`config.mk`:
```
export PLATFORM = sky130hd
export DESIGN_NAME = extended_rotate_sub_skip_alu
export DESIGN_NICKNAME = d
export VERILOG_FILES = /design/src/pkg/ext_alu_pkg.sv /design/src/logic/sub_flag_unit.sv /design/src/logic/extended_rotate_sub_skip_alu.sv
export SDC_FILE = /design/constraint.sdc
export NUM_CORES = 1
export LEC_CHECK = 0
export ABC_AREA = 0
export BUFFER_PORTS_ARGS = -buffer_cell sky130_fd_sc_hd__buf_2
export CAP_MARGIN = 40
export CORE_ASPECT_RATIO = 1.25
export CORE_MARGIN = 2
export CORE_UTILIZATION = 55
export DETAILED_ROUTE_END_ITERATION = 8
export PLACE_DENSITY = 0.8
export SETUP_SLACK_MARGIN = 0.05
export SYNTH_ARGS = -nofsm -noshare
export SYNTH_HDL_FRONTEND = slang
export SYNTH_SLANG_ARGS = --single-unit
```
`constraint.sdc`:
```
create_clock -name i_clock -period 4.8 [get_ports i_clock]
set_input_delay 0.48 -clock i_clock [delete_from_list [all_inputs] [get_ports i_clock]]
set_output_delay 0.48 -clock i_clock [all_outputs]
set_load 0.05 [all_outputs]
```
`src/pkg/ext_alu_pkg.sv`:
```
// Overview of operation
// - Full memory address reaches any data section
// - Left rotate wraps bit 7 into bit 0
// - Left rotate via carry, only carry changes
// - Right rotate wraps bit 0 into bit 7
// - Right rotate via carry, only carry changes
// - Working minus operand minus inverted carry
// - Carry cleared on negative, else set
// - Subtracts update six arithmetic flags
// - Plain subtract without borrow, either destination
// - Memory-destination subtracts store in memory
// - Taken skip costs one extra dummy cycle
// - Decrement, write back, skip on zero
// - Increment, write back, skip on zero
// - Working variants test working value, memory untouched
// - Set byte to ones or one bit
// - Bit test skips when selected bit is one
// - Skip when whole operand is non-zero
// - Skip when operand equals zero
// - Nibble swap in memory, no flags
// - Nibble swap to working, memory untouched
// - Copy operand to working, skip on zero
`default_nettype none
package ext_alu_pkg;
   localparam int ADDR_W = 16;
   localparam logic [7:0] ONES = 8'hFF;
   localparam logic [7:0] ZERO = 8'h00;
   // ----------------------------------------
   // Register port map
   // ----------------------------------------
   localparam logic [1:0] OFF_WORKING = 2'h0;
   localparam logic [1:0] OFF_FLAGS = 2'h1;
   localparam logic [1:0] OFF_STATUS = 2'h2;
   localparam logic [7:0] WORKING_RST = 8'h00;
   localparam logic [5:0] FLAGS_RST = 6'h00;
   // ----------------------------------------
   // Flag positions
   // ----------------------------------------
   localparam int F_CARRY = 0;
   localparam int F_HALF = 1;
   localparam int F_ZERO = 2;
   localparam int F_WRAP = 3;
   localparam int F_SCMP = 4;
   localparam int F_CZERO = 5;
   // ----------------------------------------
   // Operation codes
   // ----------------------------------------
   typedef enum logic [4:0] {
      OP_ROTATE_LEFT_MEM = 5'h00,
      OP_ROTATE_LEFT_TO_WORKING = 5'h01,
      OP_ROTATE_LEFT_THRU_CARRY = 5'h02,
      OP_ROTATE_LEFT_CARRY_TO_WORKING = 5'h03,
      OP_ROTATE_RIGHT_MEM = 5'h04,
      OP_ROTATE_RIGHT_TO_WORKING = 5'h05,
      OP_ROTATE_RIGHT_THRU_CARRY = 5'h06,
      OP_ROTATE_RIGHT_CARRY_TO_WORKING = 5'h07,
      OP_SUBTRACT_BORROW_TO_WORKING = 5'h08,
      OP_SUBTRACT_BORROW_TO_MEM = 5'h09,
      OP_SUBTRACT_TO_WORKING = 5'h0A,
      OP_SUBTRACT_TO_MEM = 5'h0B,
      OP_DECREMENT_SKIP_ZERO = 5'h0C,
      OP_DECREMENT_SKIP_ZERO_TO_WORKING = 5'h0D,
      OP_INCREMENT_SKIP_ZERO = 5'h0E,
      OP_INCREMENT_SKIP_ZERO_TO_WORKING = 5'h0F,
      OP_SET_BYTE = 5'h10,
      OP_SET_BIT = 5'h11,
      OP_SKIP_WHEN_NONZERO = 5'h12,
      OP_SKIP_WHEN_BIT_SET = 5'h13,
      OP_SKIP_WHEN_ZERO = 5'h14,
      OP_COPY_THEN_SKIP_ZERO = 5'h15,
      OP_NIBBLE_EXCHANGE = 5'h16,
      OP_NIBBLE_EXCHANGE_TO_WORKING = 5'h17
   } op_t;
endpackage : ext_alu_pkg
`default_nettype wire

```
`src/logic/sub_flag_unit.sv`:
```
`timescale 1ns/100ps
`default_nettype none
module sub_flag_unit (
   // Operands
   input wire logic [7:0] i_minuend,
   input wire logic [7:0] i_subtrahend,
   input wire logic i_borrow_in,
   input wire logic i_chained,
   input wire logic i_czero_in,
   // Result
   output logic [7:0] o_diff,
   output logic [5:0] o_flags
);
   logic [8:0] full;
   logic [4:0] low;
   always_comb begin
      full = {1'b0, i_minuend} - {1'b0, i_subtrahend} - {8'h00, i_borrow_in};
      low = {1'b0, i_minuend[3:0]} - {1'b0, i_subtrahend[3:0]} - {4'h0, i_borrow_in};
      o_diff = full[7:0];
      o_flags = ext_alu_pkg::FLAGS_RST;
      o_flags[ext_alu_pkg::F_CARRY] = ~full[8];
      o_flags[ext_alu_pkg::F_HALF] = ~low[4];
      o_flags[ext_alu_pkg::F_ZERO] = (full[7:0] == ext_alu_pkg::ZERO);
      o_flags[ext_alu_pkg::F_WRAP] = (i_minuend[7] != i_subtrahend[7])
         && (full[7] != i_minuend[7]);
      o_flags[ext_alu_pkg::F_SCMP] = o_flags[ext_alu_pkg::F_WRAP] ^ full[7];
      // Chained form keeps zero only if the earlier part was zero too
      o_flags[ext_alu_pkg::F_CZERO] = o_flags[ext_alu_pkg::F_ZERO]
         & (~i_chained | i_czero_in);
   end
endmodule : sub_flag_unit
`default_nettype wire

```
`src/logic/extended_rotate_sub_skip_alu.sv`:
```
// Added by the designer: the register addresses and the strobed register port.
`timescale 1ns/100ps
`default_nettype none
module extended_rotate_sub_skip_alu (
   // Clock and reset
   input wire logic i_clock,
   input wire logic i_srst,
   // Instruction from decoder
   input wire logic i_op_valid,
   input wire logic [4:0] i_opcode,
   input wire logic [2:0] i_bit_sel,
   input wire logic [ext_alu_pkg::ADDR_W-1:0] i_mem_addr,
   output logic o_ready,
   output logic o_done,
   output logic o_skip,
   output logic o_dummy,
   // Data memory
   output logic [ext_alu_pkg::ADDR_W-1:0] o_mem_addr,
   output logic o_mem_rd,
   input wire logic [7:0] i_mem_rdata,
   output logic o_mem_wr,
   output logic [7:0] o_mem_wdata,
   // Register port
   input wire logic [1:0] i_reg_addr,
   input wire logic [7:0] i_reg_wdata,
   input wire logic i_reg_wr,
   input wire logic i_reg_rd,
   output logic [7:0] o_reg_rdata,
   // Core state
   output logic [7:0] o_working,
   output logic [5:0] o_flags
);
   // ----------------------------------------
   // Sequencer
   // ----------------------------------------
   typedef enum logic [3:0] {
      ST_IDLE = 4'b0001,
      ST_FETCH = 4'b0010,
      ST_EXEC = 4'b0100,
      ST_DUMMY = 4'b1000
   } state_t;

   state_t state_r;
   state_t state_nxt;
   ext_alu_pkg::op_t op_r;
   logic [2:0] bit_r;
   logic [7:0] working_r;
   logic [5:0] flags_r;

   function automatic logic is_zero(input logic [7:0] v);
      return v == ext_alu_pkg::ZERO;
   endfunction : is_zero

   function automatic logic [7:0] bit_mask(input logic [2:0] sel);
      return 8'h01 << sel;
   endfunction : bit_mask

   logic take;
   // Gated by ready too, so a request in the first cycle after reset is refused
   assign take = i_op_valid && o_ready && (state_r == ST_IDLE);

   // ----------------------------------------
   // Execute stage
   // ----------------------------------------
   logic [7:0] opnd;
   logic [7:0] res_nxt;
   logic to_mem;
   logic to_work;
   logic carry_upd;
   logic carry_nxt;
   logic sub_upd;
   logic skip_nxt;
   logic sub_borrow;
   logic sub_chain;
   logic [7:0] sub_diff;
   logic [5:0] sub_flags;
   logic carry_in;

   assign opnd = i_mem_rdata;
   assign carry_in = flags_r[ext_alu_pkg::F_CARRY];

   always_comb begin
      sub_borrow = 1'b0;
      sub_chain = 1'b0;
      if (op_r == ext_alu_pkg::OP_SUBTRACT_BORROW_TO_WORKING
          || op_r == ext_alu_pkg::OP_SUBTRACT_BORROW_TO_MEM) begin
         sub_borrow = ~carry_in;
         sub_chain = 1'b1;
      end
   end

   sub_flag_unit u_sub (
      .i_minuend(working_r),
      .i_subtrahend(opnd),
      .i_borrow_in(sub_borrow),
      .i_chained(sub_chain),
      .i_czero_in(flags_r[ext_alu_pkg::F_CZERO]),
      .o_diff(sub_diff),
      .o_flags(sub_flags)
   );

   always_comb begin
      res_nxt = opnd;
      to_mem = 1'b0;
      to_work = 1'b0;
      carry_upd = 1'b0;
      carry_nxt = carry_in;
      sub_upd = 1'b0;
      skip_nxt = 1'b0;
      unique case (op_r)
         ext_alu_pkg::OP_ROTATE_LEFT_MEM,
         ext_alu_pkg::OP_ROTATE_LEFT_TO_WORKING: begin
            res_nxt = {opnd[6:0], opnd[7]};
            to_mem = (op_r == ext_alu_pkg::OP_ROTATE_LEFT_MEM);
            to_work = ~to_mem;
         end
         ext_alu_pkg::OP_ROTATE_LEFT_THRU_CARRY,
         ext_alu_pkg::OP_ROTATE_LEFT_CARRY_TO_WORKING: begin
            res_nxt = {opnd[6:0], carry_in};
            carry_upd = 1'b1;
            carry_nxt = opnd[7];
            to_mem = (op_r == ext_alu_pkg::OP_ROTATE_LEFT_THRU_CARRY);
            to_work = ~to_mem;
         end
         ext_alu_pkg::OP_ROTATE_RIGHT_MEM,
         ext_alu_pkg::OP_ROTATE_RIGHT_TO_WORKING: begin
            res_nxt = {opnd[0], opnd[7:1]};
            to_mem = (op_r == ext_alu_pkg::OP_ROTATE_RIGHT_MEM);
            to_work = ~to_mem;
         end
         ext_alu_pkg::OP_ROTATE_RIGHT_THRU_CARRY,
         ext_alu_pkg::OP_ROTATE_RIGHT_CARRY_TO_WORKING: begin
            res_nxt = {carry_in, opnd[7:1]};
            carry_upd = 1'b1;
            carry_nxt = opnd[0];
            to_mem = (op_r == ext_alu_pkg::OP_ROTATE_RIGHT_THRU_CARRY);
            to_work = ~to_mem;
         end
         ext_alu_pkg::OP_SUBTRACT_BORROW_TO_WORKING,
         ext_alu_pkg::OP_SUBTRACT_TO_WORKING: begin
            res_nxt = sub_diff;
            sub_upd = 1'b1;
            to_work = 1'b1;
         end
         ext_alu_pkg::OP_SUBTRACT_BORROW_TO_MEM,
         ext_alu_pkg::OP_SUBTRACT_TO_MEM: begin
            res_nxt = sub_diff;
            sub_upd = 1'b1;
            to_mem = 1'b1;
         end
         ext_alu_pkg::OP_DECREMENT_SKIP_ZERO,
         ext_alu_pkg::OP_DECREMENT_SKIP_ZERO_TO_WORKING: begin
            res_nxt = opnd - 8'h01;
            skip_nxt = is_zero(res_nxt);
            to_mem = (op_r == ext_alu_pkg::OP_DECREMENT_SKIP_ZERO);
            to_work = ~to_mem;
         end
         ext_alu_pkg::OP_INCREMENT_SKIP_ZERO,
         ext_alu_pkg::OP_INCREMENT_SKIP_ZERO_TO_WORKING: begin
            res_nxt = opnd + 8'h01;
            skip_nxt = is_zero(res_nxt);
            to_mem = (op_r == ext_alu_pkg::OP_INCREMENT_SKIP_ZERO);
            to_work = ~to_mem;
         end
         ext_alu_pkg::OP_SET_BYTE: begin
            res_nxt = ext_alu_pkg::ONES;
            to_mem = 1'b1;
         end
         ext_alu_pkg::OP_SET_BIT: begin
            res_nxt = opnd | bit_mask(bit_r);
            to_mem = 1'b1;
         end
         ext_alu_pkg::OP_SKIP_WHEN_NONZERO: begin
            skip_nxt = ~is_zero(opnd);
         end
         ext_alu_pkg::OP_SKIP_WHEN_BIT_SET: begin
            skip_nxt = |(opnd & bit_mask(bit_r));
         end
         ext_alu_pkg::OP_SKIP_WHEN_ZERO: begin
            skip_nxt = is_zero(opnd);
         end
         ext_alu_pkg::OP_COPY_THEN_SKIP_ZERO: begin
            to_work = 1'b1;
            skip_nxt = is_zero(opnd);
         end
         ext_alu_pkg::OP_NIBBLE_EXCHANGE,
         ext_alu_pkg::OP_NIBBLE_EXCHANGE_TO_WORKING: begin
            res_nxt = {opnd[3:0], opnd[7:4]};
            to_mem = (op_r == ext_alu_pkg::OP_NIBBLE_EXCHANGE);
            to_work = ~to_mem;
         end
         default: begin
            // Unlisted codes retire as a plain no-op
            res_nxt = opnd;
         end
      endcase
   end

   // ----------------------------------------
   // State register
   // ----------------------------------------
   always_comb begin
      state_nxt = state_r;
      unique case (state_r)
         ST_IDLE: begin
            if (take) begin
               state_nxt = ST_FETCH;
            end
         end
         ST_FETCH: begin
            state_nxt = ST_EXEC;
         end
         ST_EXEC: begin
            state_nxt = skip_nxt ? ST_DUMMY : ST_IDLE;
         end
         ST_DUMMY: begin
            state_nxt = ST_IDLE;
         end
         default: begin
            state_nxt = ST_IDLE;
         end
      endcase
   end

   always_ff @(posedge i_clock) begin
      if (i_srst) begin
         state_r <= ST_IDLE;
      end else begin
         state_r <= state_nxt;
      end
   end

   // ----------------------------------------
   // Instruction capture
   // ----------------------------------------
   always_ff @(posedge i_clock) begin
      if (i_srst) begin
         op_r <= ext_alu_pkg::OP_SKIP_WHEN_ZERO;
         bit_r <= 3'h0;
      end else if (take) begin
         op_r <= ext_alu_pkg::op_t'(i_opcode);
         bit_r <= i_bit_sel;
      end
   end

   always_ff @(posedge i_clock) begin
      if (i_srst) begin
         o_ready <= 1'b0;
      end else begin
         o_ready <= (state_nxt == ST_IDLE);
      end
   end

   // ----------------------------------------
   // Data memory port
   // ----------------------------------------
   // Address kept for the whole instruction so the write hits the same byte
   always_ff @(posedge i_clock) begin
      if (i_srst) begin
         o_mem_addr <= '0;
      end else if (take) begin
         o_mem_addr <= i_mem_addr;
      end
   end

   always_ff @(posedge i_clock) begin
      if (i_srst) begin
         o_mem_rd <= 1'b0;
         o_mem_wr <= 1'b0;
         o_mem_wdata <= ext_alu_pkg::ZERO;
      end else begin
         o_mem_rd <= take;
         o_mem_wr <= (state_r == ST_EXEC) && to_mem;
         if ((state_r == ST_EXEC) && to_mem) begin
            o_mem_wdata <= res_nxt;
         end
      end
   end

   // ----------------------------------------
   // Completion and skip signalling
   // ----------------------------------------
   always_ff @(posedge i_clock) begin
      if (i_srst) begin
         o_done <= 1'b0;
         o_skip <= 1'b0;
         o_dummy <= 1'b0;
      end else begin
         o_done <= (state_r == ST_EXEC);
         o_skip <= (state_r == ST_EXEC) && skip_nxt;
         o_dummy <= (state_r == ST_DUMMY);
      end
   end

   // ----------------------------------------
   // Working register and flags
   // ----------------------------------------
   // Execute wins over a software write in the same cycle; the port is
   // meant for setup and debug, not racing a running instruction.
   always_ff @(posedge i_clock) begin
      if (i_srst) begin
         working_r <= ext_alu_pkg::WORKING_RST;
      end else if ((state_r == ST_EXEC) && to_work) begin
         working_r <= res_nxt;
      end else if (i_reg_wr && i_reg_addr == ext_alu_pkg::OFF_WORKING) begin
         working_r <= i_reg_wdata;
      end
   end

   always_ff @(posedge i_clock) begin
      if (i_srst) begin
         flags_r <= ext_alu_pkg::FLAGS_RST;
      end else if ((state_r == ST_EXEC) && sub_upd) begin
         flags_r <= sub_flags;
      end else if ((state_r == ST_EXEC) && carry_upd) begin
         flags_r[ext_alu_pkg::F_CARRY] <= carry_nxt;
      end else if (i_reg_wr && i_reg_addr == ext_alu_pkg::OFF_FLAGS) begin
         flags_r <= i_reg_wdata[5:0];
      end
   end

   always_ff @(posedge i_clock) begin
      if (i_srst) begin
         o_working <= ext_alu_pkg::WORKING_RST;
         o_flags <= ext_alu_pkg::FLAGS_RST;
      end else begin
         o_working <= working_r;
         o_flags <= flags_r;
      end
   end

   // ----------------------------------------
   // Register read
   // ----------------------------------------
   always_ff @(posedge i_clock) begin
      if (i_srst) begin
         o_reg_rdata <= ext_alu_pkg::ZERO;
      end else if (i_reg_rd) begin
         unique case (i_reg_addr)
            ext_alu_pkg::OFF_WORKING: o_reg_rdata <= working_r;
            ext_alu_pkg::OFF_FLAGS: o_reg_rdata <= {2'b00, flags_r};
            ext_alu_pkg::OFF_STATUS: o_reg_rdata <= {4'h0, state_r};
            default: o_reg_rdata <= ext_alu_pkg::ZERO;
         endcase
      end else begin
         o_reg_rdata <= ext_alu_pkg::ZERO;
      end
   end
endmodule : extended_rotate_sub_skip_alu
`default_nettype wire

```
==> summary.md, run 1 <==
| Metric | Value |
|---|---|
| Final worst path period need | `3.71 ns` |
| Die height | `107 um` |
| RSZ-0062 raised after global routing | `no` |
| Final #Nets | `730` |
| Initial drt markers | `320` |
| CP max-delay cell | `or3b_2` |
| Hold worst-path end | `op_r[4]` |
| DR vias/cell | `approximately 6` |
| Cts bufs inserted | `9` |
| Via count | `4724` |
| PwrDens | `288 nW/um2` |
| Async SR Flop Fraction | `0` |
| Count of final max-slew check failures | `0` |
| First-pass GRT wire length | `22300 um` |
| WS Path Type | `reg2reg` |
| Lkg Pwr | `2.25 nW` |
| I/O pins | `99` |
| Finish-stage setup viols | `0` |
| Comb power frac | `0.220` |
| Post-synth EDFFs | `0` |
| Syn. warnings | `0` |
| Switching power | `0.000511 W` |
| Max Clk Rate | `about 0.27 GHz` |
| Number of global-route vias before repair | `4536` |
| CTS clock-pin slew for the worst setup and hold paths | `roughly 0.08 ns` |
| Critical path, cell by cell | `buf_4 > or3b_2 > or3_1 > fa_1 > inv_1 > ha_1 > o21ai_0 > a32oi_1 > xor2_1 > or4b_1 > a21o_1 > a311oi_2` |
| Sw Share | `0.330` |
| Antenna violations before repair | `0` |
| Yosys cell types | `70` |
| Rows | `37` |
| Post_cts resized | `0` |
| Int Pwr | `about 0.0010 W` |
| Arrival time of the worst setup path | `around 4.0 ns` |
| Slew @ Worst Pin | `0.787 ns` |
| Area grow syn2layout | `15.3%` |
| Worst R2R Start | `op_r[4]` |
| Antenna cell count | `0` |
| Proportion of netlist area held by the largest area contributor | `0.336` |
| Hold-fix buffers, CTS | `0` |
| Total iterations of the first detailed-routing run | `7` |
| DP Wirelength | `a little over 10000 um` |
| Post-synthesis sequential area ratio | `0.336` |
| Synth Register Bits | `78` |
| Min Hold Slack | `0.334 ns` |
| R2R Path End | `flags_r[2]` |
| Mapped Area | `roughly 4700 um2` |
| Drt total wl | `14000 um` |
| Clk sink count | `78` |
| Synth top area cells | `dfxtp_1, nand2_1, a21oi_1, nor2_1, ha_1` |
| Worst hold path type | `in2reg` |
| Primary FF master, synth | `dfxtp_1` |
| Outcome | `finished clean` |
| Share of cells above drive strength 1 | `0.206` |
| R2R depth | `12` |
| Clock skew | `0.0151 ns` |
| Drc violations | `0` |
| Largest stage delay, worst path | `0.58 ns` |
| Rel. slew slack | `0.474` |
| # port buffers | `98` |
| Routed Antenna Nets | `0` |
| Largest net degree at the start of global routing | `40` |
| Final Hold Fails | `0` |
| Die X-Extent | `86.3 um` |
| Routed wire per std cell | `18.3 um` |
| Dominant cell type by area after synthesis | `dfxtp_1` |
| Bufs on Longest Clock Path | `2` |
| Max-Cap Viols | `0` |
| CP Capture Type | `flop` |
| CP startpoint kind | `flop` |
| H-tree levels | `3` |
| Pre-CTS setup slack | `1.14 ns` |
| Routability cong. | `0.999` |
| Worst setup margin | `1.09 ns` |
| CTS Root Cell | `clkbuf_8` |
| Avg Cell Area, Syn | `around 8 um2` |
| Crit path max fanout | `25` |
| Hold path startpoint | `i_opcode[4]` |
| Fin crit share | `0.772` |
| Syn nets | `656` |
| Post-synth top cells | `dfxtp_1, nand2_1, nor2_1, a21oi_1, clkbuf_1` |
| FF-to-FF setup slack | `between 1 and 1.5 ns` |
| Hold path cells | `2` |
| Clk Latency, worst-skew pair | `roughly 0.36 ns` |
| Worst vdd ir | `0.180 mV` |
| CTS tree | `done` |
| Starting Density | `0.565` |
| Die footprint | `9220 um2` |
| Reg power frac | `0.442` |
| Syn Inst Count | `590` |
| Clock power share | `0.337` |
| Worst EP required | `about 5.1 ns` |
| Final setup TNS | `0 ns` |
| Post CTS Setup Buffer Count | `0` |
| Most common cell in the synthesized netlist | `dfxtp_1` |
| CORE AREA | `about 8000 um2` |
| Total global routing overflow | `0` |
| Global-route usage over all layers | `0.305` |
-- worst max-delay path, delay by kind of cell (launching register included) --
family                     cells  cell delay (ns)
AOI/OAI and AO/OA              4             0.76
xor gates and xnor gates       1             0.17
adders and majority gates      2             0.69
buffers and inverters          2             0.25
DFF                            1             0.31
and+or+nand+nor                3             1.44
-- registers in the layout (all words and copies together) (netlist names), 3 cells and up --
register and count:
bit_r 3, flags_r 6, o_flags 6, o_mem_addr 16, o_mem_wdata 8, o_reg_rdata 8
o_working 8, op_r 5, state_r 4, working_r 8
-- worst max path at each step --
| stage | from | end | depth (start not counted) |
|---|---|---|---|
| after floorplan | op_r[2] | flags_r[2] | 12 |
| after global placement | op_r[4] | flags_r[2] | 12 |
| final | op_r[4] | flags_r[2] | 12 |
| after CTS | op_r[4] | flags_r[2] | 12 |
| after detailed placement | op_r[4] | flags_r[2] | 12 |
| after global routing | op_r[4] | flags_r[2] | 12 |
-- stage by stage --
step                power, W  utilization  instance area (um2)  cells
finish               0.00155        0.651                 5370    766
global route         0.00161        0.651                 5370    766
CTS                  0.00155        0.650                 5360    765
detailed placement   0.00103        0.626                 5160    749
global placement     0.00102        0.623                 5140    748
floorplan           0.000936            -                 4650    590
-- kinds of logic (layout without fill, tap and decap cells) --
family | after synthesis | after routing | synth area share
compound gates | 153 | 153 | 0.224
xor+xnor | 15 | 15 | 0.0282
fa+ha+maj | 19 | 19 | 0.0543
buf+inv | 74 | 153 | 0.0643
flops | 78 | 78 | 0.336
mux | 16 | 16 | 0.0358
simple gates | 235 | 235 | 0.258
-- cell usage in the layout, fill, tap and decap left out, drive strengths merged, types with 15 or more instances in the layout --
master,count
a211oi,18
inv,33
nand2,69
nor2b,18
nor3,19
o21ai,15
buf,107
nor2,61
a21oi,49
dfxtp,78
ha,17
-- cell type report --
class	instances	area, um2
clock buffer	9	124
fill	747	2880
sequential	78	1560
tap	97	121
timing repair buffer	107	568
inverter	30	113
clock inverter	7	80.1
multi-input combinational	438	2800
-- per-layer routing --
layer  vias up  GRT usage  wire length, um
met5         -          0                0
li1       2262          -                -
met1      2189      0.353             5470
met4         0      0.153              598
met3        43     0.0493              867
met2       230      0.538             7060
-- power by group through the flow --
stage | Clock (W) | Combinational, W | Sequential (W)
after floorplan | 0 | 0.000205 | 0.000732
after global placement | 0 | 0.000327 | 0.000698
after CTS | 0.000528 | 0.000336 | 0.000684
after global routing | 0.000557 | 0.000371 | 0.000687
after detailed placement | 0 | 0.000333 | 0.000699
final | 0.000521 | 0.000341 | 0.000684
Note: power is estimated with default switching activity, not from simulation.
==> inputs of run 2 (changes only) <==
--- a/config.mk
+++ b/config.mk
@@ -10,9 +10,9 @@
 export CAP_MARGIN = 40
 export CORE_ASPECT_RATIO = 1.25
 export CORE_MARGIN = 2
-export CORE_UTILIZATION = 55
+export CORE_UTILIZATION = 50
 export DETAILED_ROUTE_END_ITERATION = 8
-export PLACE_DENSITY = 0.8
+export PLACE_DENSITY = 0.77
 export SETUP_SLACK_MARGIN = 0.05
 export SYNTH_ARGS = -nofsm -noshare
 export SYNTH_HDL_FRONTEND = slang
==> constraint.sdc (replaced) <==
create_clock -name i_clock -period 3.4 [get_ports i_clock]
set_input_delay 0.34 -clock i_clock [delete_from_list [all_inputs] [get_ports i_clock]]
set_output_delay 0.34 -clock i_clock [all_outputs]
set_load 0.05 [all_outputs]
==> summary.md, run 2 (same netlist as run 1, synthesis figures left out) <==
| Metric | Value |
|---|---|
| Outcome | `finished clean` |
| Routability cong. | `0.956` |
| CP startpoint kind | `flop` |
| Final worst path period need | `approximately 3.3 ns` |
| Crit path max fanout | `2` |
| PwrDens | `439 nW/um2` |
| Max-Cap Viols | `0` |
| Antenna cell count | `0` |
| Share of cells above drive strength 1 | `0.220` |
| Clk sink count | `just under 80` |
| Rows | `39` |
| Max Clk Rate | `0.304 GHz` |
| Fin crit share | `0.967` |
| Commonest non-fill, non-tap cells in the layout | `buf_2, dfxtp_1, nand2_1` |
| Via count | `about 4800` |
| Most common cell after layout, fill and taps aside | `buf_2` |
| H-tree levels | `3` |
| CTS Root Cell | `clkbuf_16` |
| Largest net degree at the start of global routing | `45` |
| Count of final max-slew check failures | `0` |
| Total iterations of the first detailed-routing run | `5` |
| Global-route usage over all layers | `0.269` |
| Final #Nets | `733` |
| Clk Latency, worst-skew pair | `0.34 ns` |
| Slew @ Worst Pin | `0.807 ns` |
| Rel. slew slack | `0.460` |
| Drt total wl | `13700 um` |
| Arrival time of the worst setup path | `3.53 ns` |
| Die X-Extent | `90.3 um` |
| Routed wire per std cell | `about 17 um` |
| CTS tree | `done` |
| Worst vdd ir | `0.471 mV` |
| Final Hold Fails | `0` |
| Initial drt markers | `341` |
| Final setup TNS | `0 ns` |
| Die footprint | `10100 um2` |
| Die height | `112 um` |
| Routed Antenna Nets | `0` |
| RSZ-0062 raised after global routing | `yes` |
| Finish-stage setup viols | `0` |
| DR vias/cell | `6.06` |
| Max reg flops | `16` |
| CTS clock-pin slew for the worst setup and hold paths | `approximately 0.06 ns` |
| Number of global-route vias before repair | `4485` |
| WS Path Type | `reg2reg` |
| Hold-fix buffers, CTS | `0` |
| Critical path buffers and inverters | `1` |
| Starting Density | `0.513` |
| DP Wirelength | `9850 um` |
| Bufs on Longest Clock Path | `2` |
| Worst hold path type | `in2reg` |
| Fin util | `0.609` |
| CP max-delay cell | `fa_2` |
| CP Capture Type | `flop` |
| Antenna violations before repair | `0` |
| Critical path, cell by cell | `or3b_4 > or3_4 > fa_2 > inv_1 > ha_1 > o21ai_2 > a32oi_1 > xor2_1 > or4b_1 > a21o_1 > a311oi_2` |
| Cts bufs inserted | `9` |
| Most flop-heavy register | `o_mem_addr` |
| Area grow syn2layout | `18.9%` |
| Largest stage delay, worst path | `between 0.5 and 0.6 ns` |
| Drc violations | `0` |
| Total global routing overflow | `0` |
| CORE AREA | `9080 um2` |
| Clock skew | `about 0.0064 ns` |
| First-pass GRT wire length | `22100 um` |
| Worst EP required | `3.65 ns` |
| # port buffers | `98` |
| Lkg Pwr | `2.31 nW` |
| CP top delay family | `simple AND/OR/NAND/NOR gates` |
| I/O pins | `just under 100` |
==> run 2: worst reg2reg max path, stage by stage, from the launching register on <==
cell	delay, ns
dfxtp_2	0.32
or3b_4	0.39
or3_4	0.34
fa_2	0.54
inv_1	0.05
ha_1	0.20
o21ai_2	0.16
a32oi_1	0.12
xor2_1	0.16
or4b_1	0.46
a21o_1	0.20
a311oi_2	0.25
==> run 2: metrics by stage <==
step	instance area [um2]	hold slack, ns	total power [W]	cells	worst slack, ns
global placement	5200	0.435	0.00145	778	0.202
floorplan	4660	0.454	0.00132	590	0.125
finish	5530	0.209	0.00243	795	0.113
CTS	5500	0.208	0.00242	794	0.0780
global route	5530	0.223	0.00251	795	0.00776
detailed placement	5200	0.441	0.00145	778	0.118
==> run 2: what timing repair did <==
action / 4_1_cts / 5_1_grt
setup buffers: 0 / 1
setup endpoints to repair: 0 / 2
resized for setup: 0 / 8
==> run 2: report_power, final <==
| group | switching (W) | total [W] | internal [W] | leakage (nW) |
|---|---|---|---|---|
| logic | 0.000313 | 0.000485 | 0.000172 | 1.53 |
| registers | 0.0000238 | 0.000967 | 0.000944 | 0.634 |
| clock network | 0.000399 | 0.000977 | 0.000578 | 0.153 |
==> run 2: path summary, 6_finish.rpt <==
check,from,endpoint,slack (ns),cells past startpoint
hold reg to reg,o_mem_addr[2],o_mem_addr[2],0.45,2
hold / removal,i_opcode[4],op_r[4],0.21,2
setup reg to reg,op_r[4],flags_r[2],0.11,11
setup / recovery,op_r[4],flags_r[2],0.11,11
==> run 2: area by class of cell <==
class                   instances  area, um2
clock buffers                   9        225
repair buffers                110        581
multi-input cells             438       2820
inverters                      30        113
clock inverters                 7       77.6
flip-flops and latches         78       1560
well taps                     123        154
fillers                       831       3540
==> run 2: layer usage <==
metal | vias up | track usage | wire length (um) | part of all wire
li1 | 2264 | - | - | -
met1 | 2235 | 0.325 | 5270 | 0.38
met2 | 266 | 0.464 | 6660 | 0.49
met3 | 56 | 0.0372 | 1070 | 0.078
met4 | 0 | 0.146 | 721 | 0.053
met5 | - | 0 | 0 | 0
==> inputs of run 3 (changes only) <==
--- a/config.mk
+++ b/config.mk
@@ -13,7 +13,7 @@
 export CORE_UTILIZATION = 50
 export DETAILED_ROUTE_END_ITERATION = 8
 export PLACE_DENSITY = 0.77
-export SETUP_SLACK_MARGIN = 0.05
+export SETUP_SLACK_MARGIN = 0.2
 export SYNTH_ARGS = -nofsm -noshare
 export SYNTH_HDL_FRONTEND = slang
 export SYNTH_SLANG_ARGS = --single-unit
==> summary.md, run 3 (same netlist as run 1, synthesis figures left out) <==
| Metric | Value |
|---|---|
| Clk Latency, worst-skew pair | `0.33 ns` |
| # port buffers | `98` |
| CP startpoint kind | `flop` |
| Final cell count without fillers | `797` |
| Fin crit share | `0.958` |
| R2R Path End | `flags_r[2]` |
| Routability cong. | `~0.95` |
| Final #Nets | `735` |
| Die X-Extent | `90.3 um` |
| Drc violations | `0` |
| Max reg flops | `16` |
| DR vias/cell | `5.96` |
| Die height | `112 um` |
| Crit. Startpoint | `op_r[4]` |
| Finish-stage setup viols | `0` |
| Area grow syn2layout | `19.8%` |
| I/O pins | `99` |
| End of the critical path | `flags_r[2]` |
| Routed wire per std cell | `17.1 um` |
| Starting Density | `0.513` |
| Global-route usage over all layers | `0.275` |
| Slew @ Worst Pin | `0.826 ns` |
| Commonest non-fill, non-tap cells in the layout | `buf_2, dfxtp_1, nand2_1` |
| Count of final max-slew check failures | `0` |
| CTS Root Cell | `clkbuf_16` |
| Clock skew | `0.00412 ns` |
| Rel. slew slack | `0.449` |
| Initial drt markers | `386` |
| Pre-CTS setup slack | `roughly 0.14 ns` |
| Worst EP required | `about 3.7 ns` |
| Via count | `4753` |
| Bufs on Longest Clock Path | `2` |
| Max-Cap Viols | `0` |
| Worst hold path type | `in2reg` |
| Sequential cell area | `1570 um2` |
| CORE AREA | `9080 um2` |
| Clk sink count | `78` |
| Antenna cell count | `0` |
| Hold-fix buffers, CTS | `0` |
| Die footprint | `10100 um2` |
| Power consumption | `0.00250 W` |
| Largest net degree at the start of global routing | `48` |
| Final Hold Fails | `0` |
| Final worst path period need | `3.26 ns` |
| Worst vdd ir | `between 0.3 and 0.4 mV` |
| CP Capture Type | `flop` |
| Total iterations of the first detailed-routing run | `7` |
| Filler cells | `844` |
| PwrDens | `approximately 450 nW/um2` |
| Crit path max fanout | `2` |
| R2R depth | `10` |
| Min Hold Slack | `0.213 ns` |
| Arrival time of the worst setup path | `3.50 ns` |
| Rows | `39` |
| CTS tree | `done` |
| Outcome | `finished clean` |
| Max Clk Rate | `0.307 GHz` |
| Cts bufs inserted | `9` |
| Total global routing overflow | `0` |
| H-tree levels | `3` |
| Worst setup margin | `0.142 ns` |
| Number of global-route vias before repair | `4540` |
| Most flop-heavy register | `o_mem_addr` |
| WS Path Type | `reg2reg` |
| DP Wirelength | `10100 um` |
| Worst R2R Start | `op_r[4]` |
| Routed Antenna Nets | `0` |
| RSZ-0062 raised after global routing | `yes` |
| Final setup TNS | `0 ns` |
| FF-to-FF setup slack | `roughly 0.14 ns` |
| CTS clock-pin slew for the worst setup and hold paths | `0.06 ns` |
| Lkg Pwr | `around 2.3 nW` |
| Drt total wl | `between 10000 and 15000 um` |
| Most common cell after layout, fill and taps aside | `buf_2` |
| Hold path cells | `2` |
| First-pass GRT wire length | `22300 um` |
| Share of cells above drive strength 1 | `0.224` |
| Antenna violations before repair | `0` |
| Placed cells | `779` |
| Area of the multi-input gates | `around 2800 um2` |
==> run 3: layout make-up <==
class / count / share of cell area
Multi-Input combinational cell: 438 / 0.506
Clock inverter: 7 / 0.0184
Clock buffer: 9 / 0.0404
Timing Repair Buffer: 112 / 0.107
Sequential cell: 78 / 0.281
Inverter: 30 / 0.0202
Tap cell: 123 / 0.0276
==> run 3: critical path, stage by stage (launching register included) <==
cell and delay (ns):
dfxtp_2 0.32, or3b_4 0.39, or3_4 0.34, fa_1 0.47
ha_1 0.31, xor2_1 0.16, nor2_1 0.12, o2111ai_1 0.12
or4b_1 0.48, a21o_1 0.20, a311oi_2 0.25
==> run 3: worst min path at each step <==
stage	start	to	slack, ns
floorplan	working_r[2]	o_working[2]	0.45
global placement	o_mem_addr[11]	o_mem_addr[11]	0.44
detailed placement	o_mem_addr[7]	o_mem_addr[7]	0.45
CTS	i_opcode[2]	op_r[2]	0.20
global route	i_opcode[2]	op_r[2]	0.23
finish	i_opcode[2]	op_r[2]	0.21
==> run 3: power breakdown <==
part           internal [W]  switching [W]
clock network      0.000653       0.000398
registers          0.000944      0.0000233
logic              0.000174       0.000312
==> run 3: stage by stage <==
stage | cell area [um2] | util
after floorplan | 4660 | -
after global placement | 5210 | 0.574
after detailed placement | 5210 | 0.574
after CTS | 5560 | 0.613
after global routing | 5580 | 0.614
final | 5580 | 0.614
==> run 3: layer usage <==
layer | wire length (um) | share of wire | global-route usage | vias to the layer above
met3 | 813 | 0.060 | 0.0487 | 51
li1 | - | - | - | 2264
met2 | 6660 | 0.49 | 0.472 | 215
met1 | 5490 | 0.40 | 0.324 | 2223
met5 | 0 | 0 | 0 | -
met4 | 699 | 0.051 | 0.150 | 0
==> run 3: timing repair <==
action,in CTS,in global routing
pin swaps,1,1
gates resized for setup,3,3
buffers inserted,2,0
setup endpoints to repair,2,6
